==> src/verilog/csp_pkg.sv <==
// Package for the clocked serial port: register offsets, reset values,
// field positions and prescaler half periods.
// Assumes a 16-bit register address and 8-bit register data.
package csp_pkg;
  localparam logic [15:0] OFS_MODE = 16'hffb0;
  localparam logic [15:0] OFS_DATA_HI = 16'hffb1;
  localparam logic [15:0] OFS_DATA_LO = 16'hffb2;
  localparam logic [15:0] OFS_LAST_BIT = 16'hffb3;
  localparam logic [15:0] OFS_PIN_FUNC = 16'hffec;
  localparam logic [15:0] OFS_DRV_SEL = 16'hffed;

  localparam logic [7:0] RST_MODE = 8'h80;
  localparam logic [7:0] RST_PIN_FUNC = 8'h00;
  localparam logic [7:0] RST_DRV_SEL = 8'h97;
  localparam logic [7:0] RST_DATA = 8'h00;
  localparam logic [7:0] READ_ONES = 8'hff;
  localparam logic [7:0] LAST_BIT_FILL = 8'h7f;

  // Mode register fields
  localparam int MODE_WL_BIT = 6;
  localparam int MODE_SEL_HI = 5;
  localparam int MODE_SEL_LO = 4;
  localparam int MODE_CLK_HI = 3;
  // Pin function and driver fields
  localparam int PIN_OUT_BIT = 3;
  localparam int PIN_IN_BIT = 2;
  localparam int PIN_CLK_BIT = 1;
  localparam int DRV_OD_BIT = 3;
  localparam int LAST_BIT_POS = 7;

  localparam logic [3:0] CLK_EXTERNAL = 4'h f;
  localparam logic [4:0] BITS_SHORT = 5'h08;
  localparam logic [4:0] BITS_LONG = 5'h10;

  // Half periods minus one, in system clocks, for divisions 1024 down to 2
  localparam logic [9:0] HALF_1024 = 10'h1ff;
  localparam logic [9:0] HALF_256 = 10'h07f;
  localparam logic [9:0] HALF_64 = 10'h01f;
  localparam logic [9:0] HALF_32 = 10'h00f;
  localparam logic [9:0] HALF_16 = 10'h007;
  localparam logic [9:0] HALF_8 = 10'h003;
  localparam logic [9:0] HALF_4 = 10'h001;
  localparam logic [9:0] HALF_2 = 10'h000;
endpackage

==> src/verilog/csp_clk_if.sv <==
// Link between the serial core and its clock generator.
// Assumes both ends run on clk_sys.
`timescale 1ns/1ps
`default_nettype none
interface csp_clk_if;
  logic ce;
  logic [3:0] sel;
  logic run;
  logic restart;
  logic lvl;
  logic fall;
  logic rise;
  modport gen (input ce, input sel, input run, input restart, output lvl, output fall,
    output rise);
  modport core (output ce, output sel, output run, output restart, input lvl, input fall,
    input rise);
endinterface
`default_nettype wire

==> src/verilog/csp_clkgen.sv <==
// Serial clock generator: prescaled internal clock or synchronised external pin.
// Assumes the clock pin input is asynchronous to clk_sys.
`timescale 1ns/1ps
`default_nettype none
module csp_clkgen (
  input wire logic clk_sys,
  input wire logic nrst,
  input wire logic sck_in,
  csp_clk_if.gen cif
);
  logic [9:0] cnt, next_cnt;
  logic lvl, next_lvl;
  logic sync_a, sync_b;
  logic ext;

  // Half period for each internal clock code
  function automatic logic [9:0] half_of(input logic [3:0] sel);
    case (sel[2:0])
      3'h0: half_of = csp_pkg::HALF_1024;
      3'h1: half_of = csp_pkg::HALF_256;
      3'h2: half_of = csp_pkg::HALF_64;
      3'h3: half_of = csp_pkg::HALF_32;
      3'h4: half_of = csp_pkg::HALF_16;
      3'h5: half_of = csp_pkg::HALF_8;
      3'h6: half_of = csp_pkg::HALF_4;
      default: half_of = csp_pkg::HALF_2;
    endcase
  endfunction

  assign ext = (cif.sel == csp_pkg::CLK_EXTERNAL);
  assign cif.lvl = lvl;

  // Next level and edge events; clock idles high
  always_comb begin
    next_cnt = cnt;
    next_lvl = lvl;
    cif.fall = 1'b0;
    cif.rise = 1'b0;
    if (ext) begin
      next_cnt = '0;
      next_lvl = sync_b;
      cif.fall = cif.ce & cif.run & lvl & ~sync_b;
      cif.rise = cif.ce & cif.run & ~lvl & sync_b;
    end else if (cif.restart || !cif.run || cif.sel[3]) begin
      next_cnt = '0;
      next_lvl = 1'b1;
    end else if (cnt == half_of(cif.sel)) begin
      next_cnt = '0;
      next_lvl = ~lvl;
      cif.fall = cif.ce & lvl;
      cif.rise = cif.ce & ~lvl;
    end else begin
      next_cnt = cnt + 10'h001;
    end
  end

  // Registers, frozen while clock enable is low
  always_ff @(posedge clk_sys or negedge nrst) begin
    if (!nrst) begin
      cnt <= '0;
      lvl <= 1'b1;
      sync_a <= 1'b1;
      sync_b <= 1'b1;
    end else if (cif.ce) begin
      cnt <= next_cnt;
      lvl <= next_lvl;
      sync_a <= sck_in;
      sync_b <= sync_a;
    end
  end
endmodule
`default_nettype wire

==> src/verilog/csp_top.sv <==
// Clocked serial port core: registers, shift chain, bit counter, pins.
// Assumes a single-cycle register port and a clock pin resolved outside.
//
// What this block does
// - Clock-synchronous serial transfers of 8 or 16 bits.
// - Request an interrupt at transfer end and on abort.
// - Three pins: two-way clock, data in, data out.
// - Mode write restarts the serial clock (left stopped unless continuous) and clears the bit counter.
// - Mode write during a transfer aborts it and requests an interrupt.
// - Mode register is 8-bit write-only; top bit reads 1.
// - Reset selects continuous clock output and the slowest division.
// - Mode select low bits 00 give continuous clock output.
// - Nonzero low bits: word length bit picks 8 or 16 bits.
// - Codes 0 to 7 drive a prescaled clock, 1024 down to 2.
// - Code 15 takes an external clock; codes 8 to 14 unused.
// - In 16-bit words the upper byte holds the top 8 bits.
// - Upper byte shifts LSB first into the lower byte.
// - Input sampled on rising edges, LSB first, shifting toward LSB.
// - Lower byte drives the output pin LSB first on falling edges.
// - Last-bit register follows the output stage and sets the pin.
// - Pin function bits choose transmit or receive.
`timescale 1ns/1ps
`default_nettype none
module csp_top (
  input wire logic clk_sys,
  input wire logic nrst,
  input wire logic ce,
  input wire logic [15:0] addr,
  input wire logic [7:0] wdata,
  input wire logic wr,
  input wire logic rd,
  output logic [7:0] rdata,
  input wire logic serial_clock_pin_in,
  output logic serial_clock_pin_out,
  output logic serial_clock_pin_oe,
  input wire logic serial_in_pin,
  output logic serial_out_pin,
  output logic serial_out_pin_oe,
  output logic serial_irq_flag_set
);
  csp_clk_if cif ();

  logic [7:0] mode, next_mode;
  logic [7:0] data_hi, next_data_hi;
  logic [7:0] data_lo, next_data_lo;
  logic last_bit, next_last_bit;
  logic [2:0] pin_func, next_pin_func;
  logic drv_od, next_drv_od;
  logic busy, next_busy;
  logic [4:0] bit_cnt, next_bit_cnt;
  logic irq, next_irq;
  logic [7:0] next_rdata;
  logic next_sck_out, next_sck_oe, next_sout, next_sout_oe;
  logic si_a, si_b;
  logic wr_mode, wr_hi, wr_lo, wr_last;
  logic continuous, long_word, clk_valid, in_bit;

  // Address decode of the register port
  function automatic logic hit(input logic [15:0] a, input logic [15:0] ofs);
    hit = (a == ofs);
  endfunction

  assign wr_mode = wr & hit(addr, csp_pkg::OFS_MODE);
  assign wr_hi = wr & hit(addr, csp_pkg::OFS_DATA_HI);
  assign wr_lo = wr & hit(addr, csp_pkg::OFS_DATA_LO);
  assign wr_last = wr & hit(addr, csp_pkg::OFS_LAST_BIT);
  assign continuous = ~mode[csp_pkg::MODE_SEL_HI] & ~mode[csp_pkg::MODE_SEL_LO];
  assign long_word = mode[csp_pkg::MODE_WL_BIT];
  assign clk_valid = ~mode[csp_pkg::MODE_CLK_HI] || (mode[3:0] == csp_pkg::CLK_EXTERNAL);
  assign in_bit = pin_func[csp_pkg::PIN_IN_BIT - 1] ? si_b : 1'b1;

  // Clock generator hookup
  assign cif.ce = ce;
  assign cif.sel = mode[3:0];
  assign cif.run = continuous | busy;
  assign cif.restart = wr_mode;

  csp_clkgen u_clkgen (
    .clk_sys(clk_sys),
    .nrst(nrst),
    .sck_in(serial_clock_pin_in),
    .cif(cif)
  );

  // Next state of registers, shift chain and counter
  always_comb begin
    next_mode = mode;
    next_data_hi = data_hi;
    next_data_lo = data_lo;
    next_last_bit = last_bit;
    next_pin_func = pin_func;
    next_drv_od = drv_od;
    next_busy = busy;
    next_bit_cnt = bit_cnt;
    next_irq = 1'b0;
    if (busy && cif.fall) begin
      next_last_bit = data_lo[0];
    end
    if (busy && cif.rise) begin
      if (long_word) begin
        next_data_hi = {in_bit, data_hi[7:1]};
        next_data_lo = {data_hi[0], data_lo[7:1]};
      end else begin
        next_data_lo = {in_bit, data_lo[7:1]};
      end
      next_bit_cnt = bit_cnt + 5'h01;
      if (next_bit_cnt == (long_word ? csp_pkg::BITS_LONG : csp_pkg::BITS_SHORT)) begin
        next_busy = 1'b0;
        next_bit_cnt = '0;
        next_irq = 1'b1;
      end
    end
    // Software writes take the register over
    if (wr_hi) begin
      next_data_hi = wdata;
    end
    if (wr_lo) begin
      next_data_lo = wdata;
      // Start a transfer on a lower byte write
      if (!busy && !continuous && clk_valid && pin_func[csp_pkg::PIN_CLK_BIT - 1]) begin
        next_busy = 1'b1;
        next_bit_cnt = '0;
      end
    end
    if (wr_last) begin
      next_last_bit = wdata[csp_pkg::LAST_BIT_POS];
    end
    if (wr & hit(addr, csp_pkg::OFS_PIN_FUNC)) begin
      next_pin_func = wdata[csp_pkg::PIN_OUT_BIT:csp_pkg::PIN_CLK_BIT];
    end
    if (wr & hit(addr, csp_pkg::OFS_DRV_SEL)) begin
      next_drv_od = wdata[csp_pkg::DRV_OD_BIT];
    end
    if (wr_mode) begin
      next_mode = {1'b1, wdata[6:0]};
      next_bit_cnt = '0;
      next_busy = 1'b0;
      next_irq = busy;
    end
  end

  // Read data and pin drive, one cycle after the strobe
  always_comb begin
    next_rdata = '0;
    if (rd) begin
      case (addr)
        csp_pkg::OFS_MODE: next_rdata = csp_pkg::READ_ONES;
        csp_pkg::OFS_DATA_HI: next_rdata = data_hi;
        csp_pkg::OFS_DATA_LO: next_rdata = data_lo;
        csp_pkg::OFS_LAST_BIT: next_rdata = {last_bit, csp_pkg::LAST_BIT_FILL[6:0]};
        csp_pkg::OFS_PIN_FUNC: next_rdata = {4'h0, pin_func, 1'b0};
        csp_pkg::OFS_DRV_SEL: next_rdata = csp_pkg::RST_DRV_SEL | {4'h0, drv_od, 3'h0};
        default: next_rdata = '0;
      endcase
    end
    // Clock pin drives when internal and enabled
    next_sck_out = cif.lvl;
    next_sck_oe = pin_func[csp_pkg::PIN_CLK_BIT - 1] & ~mode[csp_pkg::MODE_CLK_HI];
    // Pin level from the last bit
    next_sout = last_bit;
    // Output pin only when selected; open drain drives low only
    next_sout_oe = pin_func[csp_pkg::PIN_OUT_BIT - 1] & (~drv_od | ~last_bit);
  end

  // State registers, frozen while clock enable is low
  always_ff @(posedge clk_sys or negedge nrst) begin
    if (!nrst) begin
      mode <= csp_pkg::RST_MODE;
      data_hi <= csp_pkg::RST_DATA;
      data_lo <= csp_pkg::RST_DATA;
      last_bit <= 1'b0;
      pin_func <= csp_pkg::RST_PIN_FUNC[3:1];
      drv_od <= csp_pkg::RST_DRV_SEL[3];
      busy <= 1'b0;
      bit_cnt <= '0;
      irq <= 1'b0;
      rdata <= '0;
      serial_clock_pin_out <= 1'b1;
      serial_clock_pin_oe <= 1'b0;
      serial_out_pin <= 1'b0;
      serial_out_pin_oe <= 1'b0;
      si_a <= 1'b1;
      si_b <= 1'b1;
    end else if (ce) begin
      mode <= next_mode;
      data_hi <= next_data_hi;
      data_lo <= next_data_lo;
      last_bit <= next_last_bit;
      pin_func <= next_pin_func;
      drv_od <= next_drv_od;
      busy <= next_busy;
      bit_cnt <= next_bit_cnt;
      irq <= next_irq;
      rdata <= next_rdata;
      serial_clock_pin_out <= next_sck_out;
      serial_clock_pin_oe <= next_sck_oe;
      serial_out_pin <= next_sout;
      serial_out_pin_oe <= next_sout_oe;
      si_a <= serial_in_pin;
      si_b <= si_a;
    end
  end

  assign serial_irq_flag_set = irq;
endmodule
`default_nettype wire

==> config.mk <==
export PLATFORM = sky130hd
export DESIGN_NAME = csp_top
export DESIGN_NICKNAME = d
export VERILOG_FILES = /design/src/verilog/csp_pkg.sv /design/src/verilog/csp_clk_if.sv /design/src/verilog/csp_clkgen.sv /design/src/verilog/csp_top.sv
export SDC_FILE = /design/constraint.sdc
export NUM_CORES = 1
export LEC_CHECK = 0
export ABC_AREA = 0
export BUFFER_PORTS_ARGS = -buffer_cell sky130_fd_sc_hd__buf_2
export CORE_MARGIN = 2
export CORE_UTILIZATION = 45
export CTS_CLUSTER_DIAMETER = 80
export DETAILED_ROUTE_END_ITERATION = 7
export PLACE_DENSITY = 0.75
export SYNTH_ARGS = -nofsm -noshare
export SYNTH_HDL_FRONTEND = slang
export SYNTH_HIERARCHICAL = 1
export SYNTH_SLANG_ARGS = --single-unit
==> constraint.sdc <==
create_clock -name clk_sys -period 3.38 [get_ports clk_sys]
set_input_delay 0.338 -clock clk_sys [delete_from_list [all_inputs] [get_ports clk_sys]]
set_output_delay 0.338 -clock clk_sys [all_outputs]
set_load 0.005 [all_outputs]
* Word level (Yosys, flattened, before mapping)
Index checks and enable logic that the tools add are counted.
** Operators by class
- Add/subtract/negate cells :: 2
- Equality and inequality tests :: 15
- Muxes and demuxes :: 40
- Bitwise operators :: 25
- Reduce and logical (&&, ||, !) cells :: 24
** Operator list (count)
- 16-bit == test, second input constant :: 6
- 9-bit one-hot mux with 7 select lines :: 1
- 8-bit 2-to-1 mux :: 7
- 10-bit 2-to-1 mux :: 5
- 8-bit one-hot mux with 6 select lines :: 1
- 5-bit 2-to-1 mux :: 6
- 1-bit 2-to-1 mux :: 20
- 1-bit bitwise AND :: 16
- 2-bit AND reduction :: 6
- 10-bit by 1-bit adder with 10-bit output, second input constant :: 1
- 10-bit == test :: 1
- 3-bit == test, second input constant :: 3
- 2-bit nonzero test :: 4
- 1-bit inverter :: 7
- 3-bit by 2-bit == test with 1-bit output, second input constant :: 2
- 5-bit by 1-bit adder with 5-bit output, second input constant :: 1
- 5-bit == test :: 1
- 1-bit logical AND :: 5
- 4-bit == test, second input constant :: 1
- 3-bit by 1-bit == test with 1-bit output, second input constant :: 1
- 1-bit zero test :: 3
- 3-bit zero test :: 1
- 1-bit logical OR :: 3
- 3-bit AND reduction :: 1
- other kinds (2) :: 3
** Storage, ports and cells
- Register bits after elaboration :: 62
- Input port bits :: 31
- Output and inout bits :: 13

* Depth between registers and ports, before layout
- Depth in word-level cells :: 17
- Depth in mapped cells :: 12

* Modules after synthesis
The synthesis kept the hierarchy.
** By module, submodules not included
- csp_top :: instances 1, cells each 259, area each 2682.6 µm², sequential area each 1229.9 µm²
- csp_clkgen :: instances 1, cells each 98, area each 912.1 µm², sequential area each 329.1 µm²

* Worst setup path before layout
Ideal clock, no wire load.
- Kind :: input -> register
- From :: input port addr[0]
- To :: register data_lo[0]
- Library setup time :: 0.064 ns
- Data arrival time :: 3.091 ns
- Data required time :: 3.316 ns
- Slack :: 0.225 ns
- Cell stages on the path :: 12
- Buffers on the path :: 1
- Cells stage by stage :: clkbuf_1 nand2b_1 nor3_1 nor3b_1 inv_1 o32a_1 nor3_1 and2_0 nand2_1 a31oi_1 a22o_1 a21o_1
** Between the ends
- Word-level cells in the longest chain between the ends :: 9
** RTL lines
- start, declared :: line csp_top.sv:28 : input wire logic [15:0] addr,
- 16-bit == test :: line csp_top.sv:60 : hit = (a == ofs);
- 1-bit bitwise AND :: line csp_top.sv:63 : assign wr_mode = wr & hit(addr, csp_pkg::OFS_MODE);
- via cif.restart :: line csp_clk_if.sv:9 : logic restart;
- 1-bit logical OR (2 in a row) :: line csp_clkgen.sv:44 : end else if (cif.restart || !cif.run || cif.sel[3]) begin
- 1-bit 2-to-1 mux :: line csp_clkgen.sv:44
- 1-bit 2-to-1 mux :: line csp_clkgen.sv:39 : if (ext) begin
- via cif.rise :: line csp_clk_if.sv:12 : logic rise;
- 1-bit logical AND :: line csp_top.sv:99 : if (busy && cif.rise) begin
- 2-bit nonzero test (no source line)
- 2-bit AND reduction (no source line)
- end signal, assigned :: line csp_top.sv:170 : data_lo <= csp_pkg::RST_DATA;
- end signal, assigned :: line csp_top.sv:187 : data_lo <= next_data_lo;
- end, declared :: line csp_top.sv:45 : logic [7:0] data_lo, next_data_lo;
The timed path passes the listed nets, and every way through them passes these cells.
A chain may end at the register's enable or synchronous reset.

* Worst setup path in the final report
- From :: register mode[1]
- To :: register data_lo[1]
** Between the ends
- Word-level cells in the longest chain between the ends :: 11
** RTL lines
- start, declared :: line csp_top.sv:43 : logic [7:0] mode, next_mode;
- start signal, assigned :: line csp_top.sv:168 : mode <= csp_pkg::RST_MODE;
- start signal, assigned :: line csp_top.sv:185 : mode <= next_mode;
- 3-bit == test, or another cell as far along :: line csp_clkgen.sv:18 : case (sel[2:0])
- 9-bit one-hot mux with 7 select lines :: line csp_clkgen.sv:18
- 10-bit 2-to-1 mux :: line csp_clkgen.sv:44
- 10-bit 2-to-1 mux :: line csp_clkgen.sv:39
- 10-bit == test :: line csp_clkgen.sv:47 : end else if (cnt == half_of(cif.sel)) begin
- 1-bit 2-to-1 mux :: line csp_clkgen.sv:47
- 1-bit 2-to-1 mux :: line csp_clkgen.sv:44
- 1-bit 2-to-1 mux * :: line csp_clkgen.sv:39
- via cif.rise :: line csp_clk_if.sv:12
- 1-bit logical AND * :: line csp_top.sv:99
- 2-bit nonzero test (no source line) *
- 2-bit AND reduction (no source line) *
Mark *: on every way through the listed nets, which the timed path passes. The rest lies on a longest branch. The select of a mux whose other input is x is not followed.

==> results by group <==
Critical path
  • Slowest CP cell: dfrtp_1
  • CP bufs+invs: 0
  • CP Capture Type: flip-flop
  • Register-to-register setup slack: 380 ps
  • Critical setup path kind: reg -> reg
  • Top delay family on crit path: compound AO/OA/AOI/OAI gates
  • Startpoint types: flip-flop
  • R2R Path End: data_lo[1]$_DFFE_PN0P_
  • Crit path DAT: 3290 ps
  • Origin of the critical flop-to-flop path: mode[1]$_DFFE_PN0P_
  • Critical Path Source: mode[1]$_DFFE_PN0P_
  • WP data required: 3660 ps
  • Critical Path Fanout Max: 12
  • R2r worst-path depth: 10
  • Critical path destination: data_lo[1]$_DFFE_PN0P_
  • Crit-path cells: a2111oi_0, or3_1, o2111ai_4, o32a_1, nor3_2, and2_2, nand2_1, a31oi_2, a22o_1, a21o_1
  • Max incr delay on CP: 500 ps
  • Crit. path cell count: 10

STA
  • Total negative slack: 0 ps
  • Worst Tran Pin Value: 996 ps
  • Setup Skew: 8.47 ps
  • Final hold vios: 0
  • RSZ-0062 raised after global routing: no
  • Fmax: 333 MHz
  • Final min period: 3000 ps
  • Slew Limit Headroom: 33.6%
  • Endpoints failing setup: 0
  • Max-slew violation count: 0
  • Part of the cycle the worst path needs: 88.9%

Global routing
  • GRT overflow: 0
  • Initial antenna violation count: 0
  • All-Layer GR Usage: 22.1%
  • Number of global-route vias before repair: 3062
  • First-pass GRT wire length: 15.1 mm
  • Pin count of the biggest net entering global routing: 46

Pwr
  • Pwr/cell area: 455 nW/um2
  • Pleak: 0.00183 uW
  • Maximum VDD drop: 205 uV
  • Total design power: 1890 uW

Drt
  • Drt total wl: 8.89 mm
  • Vias per cell: 6.09
  • Antenna-violating nets left: 0
  • DRC viols: 0
  • DRT iter0 DRCs: 181
  • Routed len/inst: 17.5 um
  • DRT Pass-1 Iters: 4
  • Vias: 3102

Clocking
  • Clk sink count: 62
  • Clk pin slew, worst setup/hold paths: 70 ps
  • CTS tree: yes
  • CTS Root Cell: clkbuf_8
  • Htree depth: 3
  • CTS Buf Count: 9
  • Setup bufs post-CTS: 0
  • Worst skew pair latency: 350 ps
  • Clock Path Buffers: 2

Yosys
  • Compound-Gate Fraction of Synth Area: 20.2%
  • Netlist cell types: 69
  • Share of the synthesized area in the top cell type: 39.0%
  • Top cells by area, synth: dfrtp_1, mux2_2, dfstp_2, nor3_1, a21oi_1
  • Adder-cell share of the synthesized area: 0.696%
  • Mean Syn Cell Area: 10.1 um2
  • Mux contribution to synthesized area: 6.75%
  • Register area share after synthesis: 43.4%
  • Synthesized instance count: 357
  • Main flop type after synthesis: dfrtp_1
  • Synth Area in XOR/XNOR: 1.91%
  • Cell area after synthesis: 3590 um2
  • Number of synthesized register bits: 62
  • Synth Net Count: 390
  • Yosys warns: 6
  • Yosys top cell by area: dfrtp_1
  • Ys async rst share: 100%
  • Simple-gate area share of the yosys netlist: 23.2%
  • Largest family of logic cells by synthesized area: simple AND/OR/NAND/NOR gates
  • Number of synthesized flops with an enable pin: 0

Worst hold path
  • Hold Path Class: in -> async

Run status
  • Status: finished clean

Place
  • Placed inst area: 3900 um2
  • Dpl hpwl: 6.35 mm
  • GPL Wtd Cong: 0.912
  • Port Buffer Count: 43

Cells and area
  • Fin util: 53.7%
  • Layout fillers: 712
  • Reg area: 1560 um2
  • Diode count: 0
  • Share of cells above drive strength 1: 26.8%
  • Final-stage net count: 435
  • Finished Cell Area: 4150 um2
  • Area Growth Syn to Fin: 15.4%
  • Area occupied by multi-input gates: 1920 um2

Floorplanning
  • DIE WIDTH: 93.4 um
  • Row cnt: 32
  • Chip Height: 93.4 um
  • Die area: 8720 um2
  • CORE AREA: 7730 um2
  • Initial core utilization: 46.5%
  • Boundary pin count: 44

Flow run
  • MaxCap Viol Count: 0
[registers in the layout, indices dropped and copies added (netlist names), 3 cells and up]
name and count:
rdata 8, mode 7, data_hi 8, pin_func 3
data_lo 8, u_clkgen/cnt 10, bit_cnt 5
[final cells by class]
type	instances	share of cell area (%)
Inverter	14	1.27
Timing Repair Buffer	49	6.27
Clock inverter	5	1.96
Multi-Input combinational cell	266	46.2
Tap cell	102	3.08
Clock buffer	11	3.65
Sequential cell	62	37.6
[worst min path at each step]
stage                                       from  depth (start not counted)                     endpoint
final                                       nrst                          1  u_clkgen/cnt[0]$_DFFE_PN0P_
after global routing               serial_in_pin                          2             si_a$_DFFE_PN1P_
after CTS                                   nrst                          1  u_clkgen/cnt[6]$_DFFE_PN0P_
after detailed placement  data_lo[4]$_DFFE_PN0P_                          1       data_lo[4]$_DFFE_PN0P_
after global placement    data_lo[4]$_DFFE_PN0P_                          1       data_lo[4]$_DFFE_PN0P_
after floorplan                             nrst                          0       bit_cnt[0]$_DFFE_PN0P_
[power breakdown]
part / total [uW] / internal [uW] / switching (uW) / leakage (uW)
clock: 762 / 455 / 306 / 0.000116
sequential: 866 / 791 / 74.9 / 0.000802
combinational: 261 / 109 / 151 / 0.000909
total: 1890 / 1360 / 533 / 0.00183
[cell families (layout without fill, tap and decap cells)]
family / count (synthesis) / count (layout)
adders and majority gates: 2 / 2
muxes: 22 / 22
xor gates and xnor gates: 7 / 7
AOI/OAI and AO/OA: 92 / 92
DFF: 62 / 62
buffers and inverters: 29 / 79
and+or+nand+nor: 143 / 143
[metrics by stage]
step | setup slack, ps | hold slack [ps] | cells
global route | 27.5 | 234 | 509
global placement | 158 | 465 | 493
floorplan | 225 | 42.4 | 357
CTS | 16.1 | 185 | 509
detailed placement | 43.9 | 469 | 493
finish | 376 | 141 | 509
[timing repair]
action / CTS / global route
hold buffers: 0 / 0
setup endpoints to repair: 0 / 16
gates resized for setup: 0 / 5
[cells in the final DEF (no fill, tap or decap), types with 8 or more instances in the layout]
cell and instances:
dfrtp_1 56, buf_2 43, nor3_1 25, nand2_1 22
nor2_1 20, a21oi_1 18, mux2_2 18, nand3_1 16
inv_1 13, o21ai_0 13, nand4_1 11, clkbuf_8 11
a22o_1 10, nor3b_1 8
[Yosys cell counts (3+ instances only)]
cell type / instances
clkbuf_1: 6
xnor2_1: 4
nor3b_1: 8
nand3_1: 17
nand4_1: 11
and4_1: 4
mux2i_1: 4
a21o_1: 5
o2bb2ai_1: 5
inv_1: 13
a22o_1: 10
mux2_2: 18
o31ai_1: 4
nor2_1: 20
buf_2: 4
nor3_1: 26
nand2_1: 22
o21ai_0: 13
and3_1: 6
a21oi_1: 18
buf_6: 3
dfrtp_1: 56
nor2b_1: 5
dfstp_2: 6
nand2b_1: 6
nand3b_1: 3
[layer usage]
| layer | vias to the layer above | GRT usage, % | wire length [um] |
|---|---|---|---|
| met1 | 1514 | 28.3 | 3780 |
| li1 | 1446 | - | - |
| met2 | 119 | 36.4 | 4300 |
| met4 | 0 | 10.3 | 269 |
| met3 | 23 | 4.03 | 542 |
| met5 | - | 0 | 0 |
No activity file was read; power rests on OpenSTA's default activity.
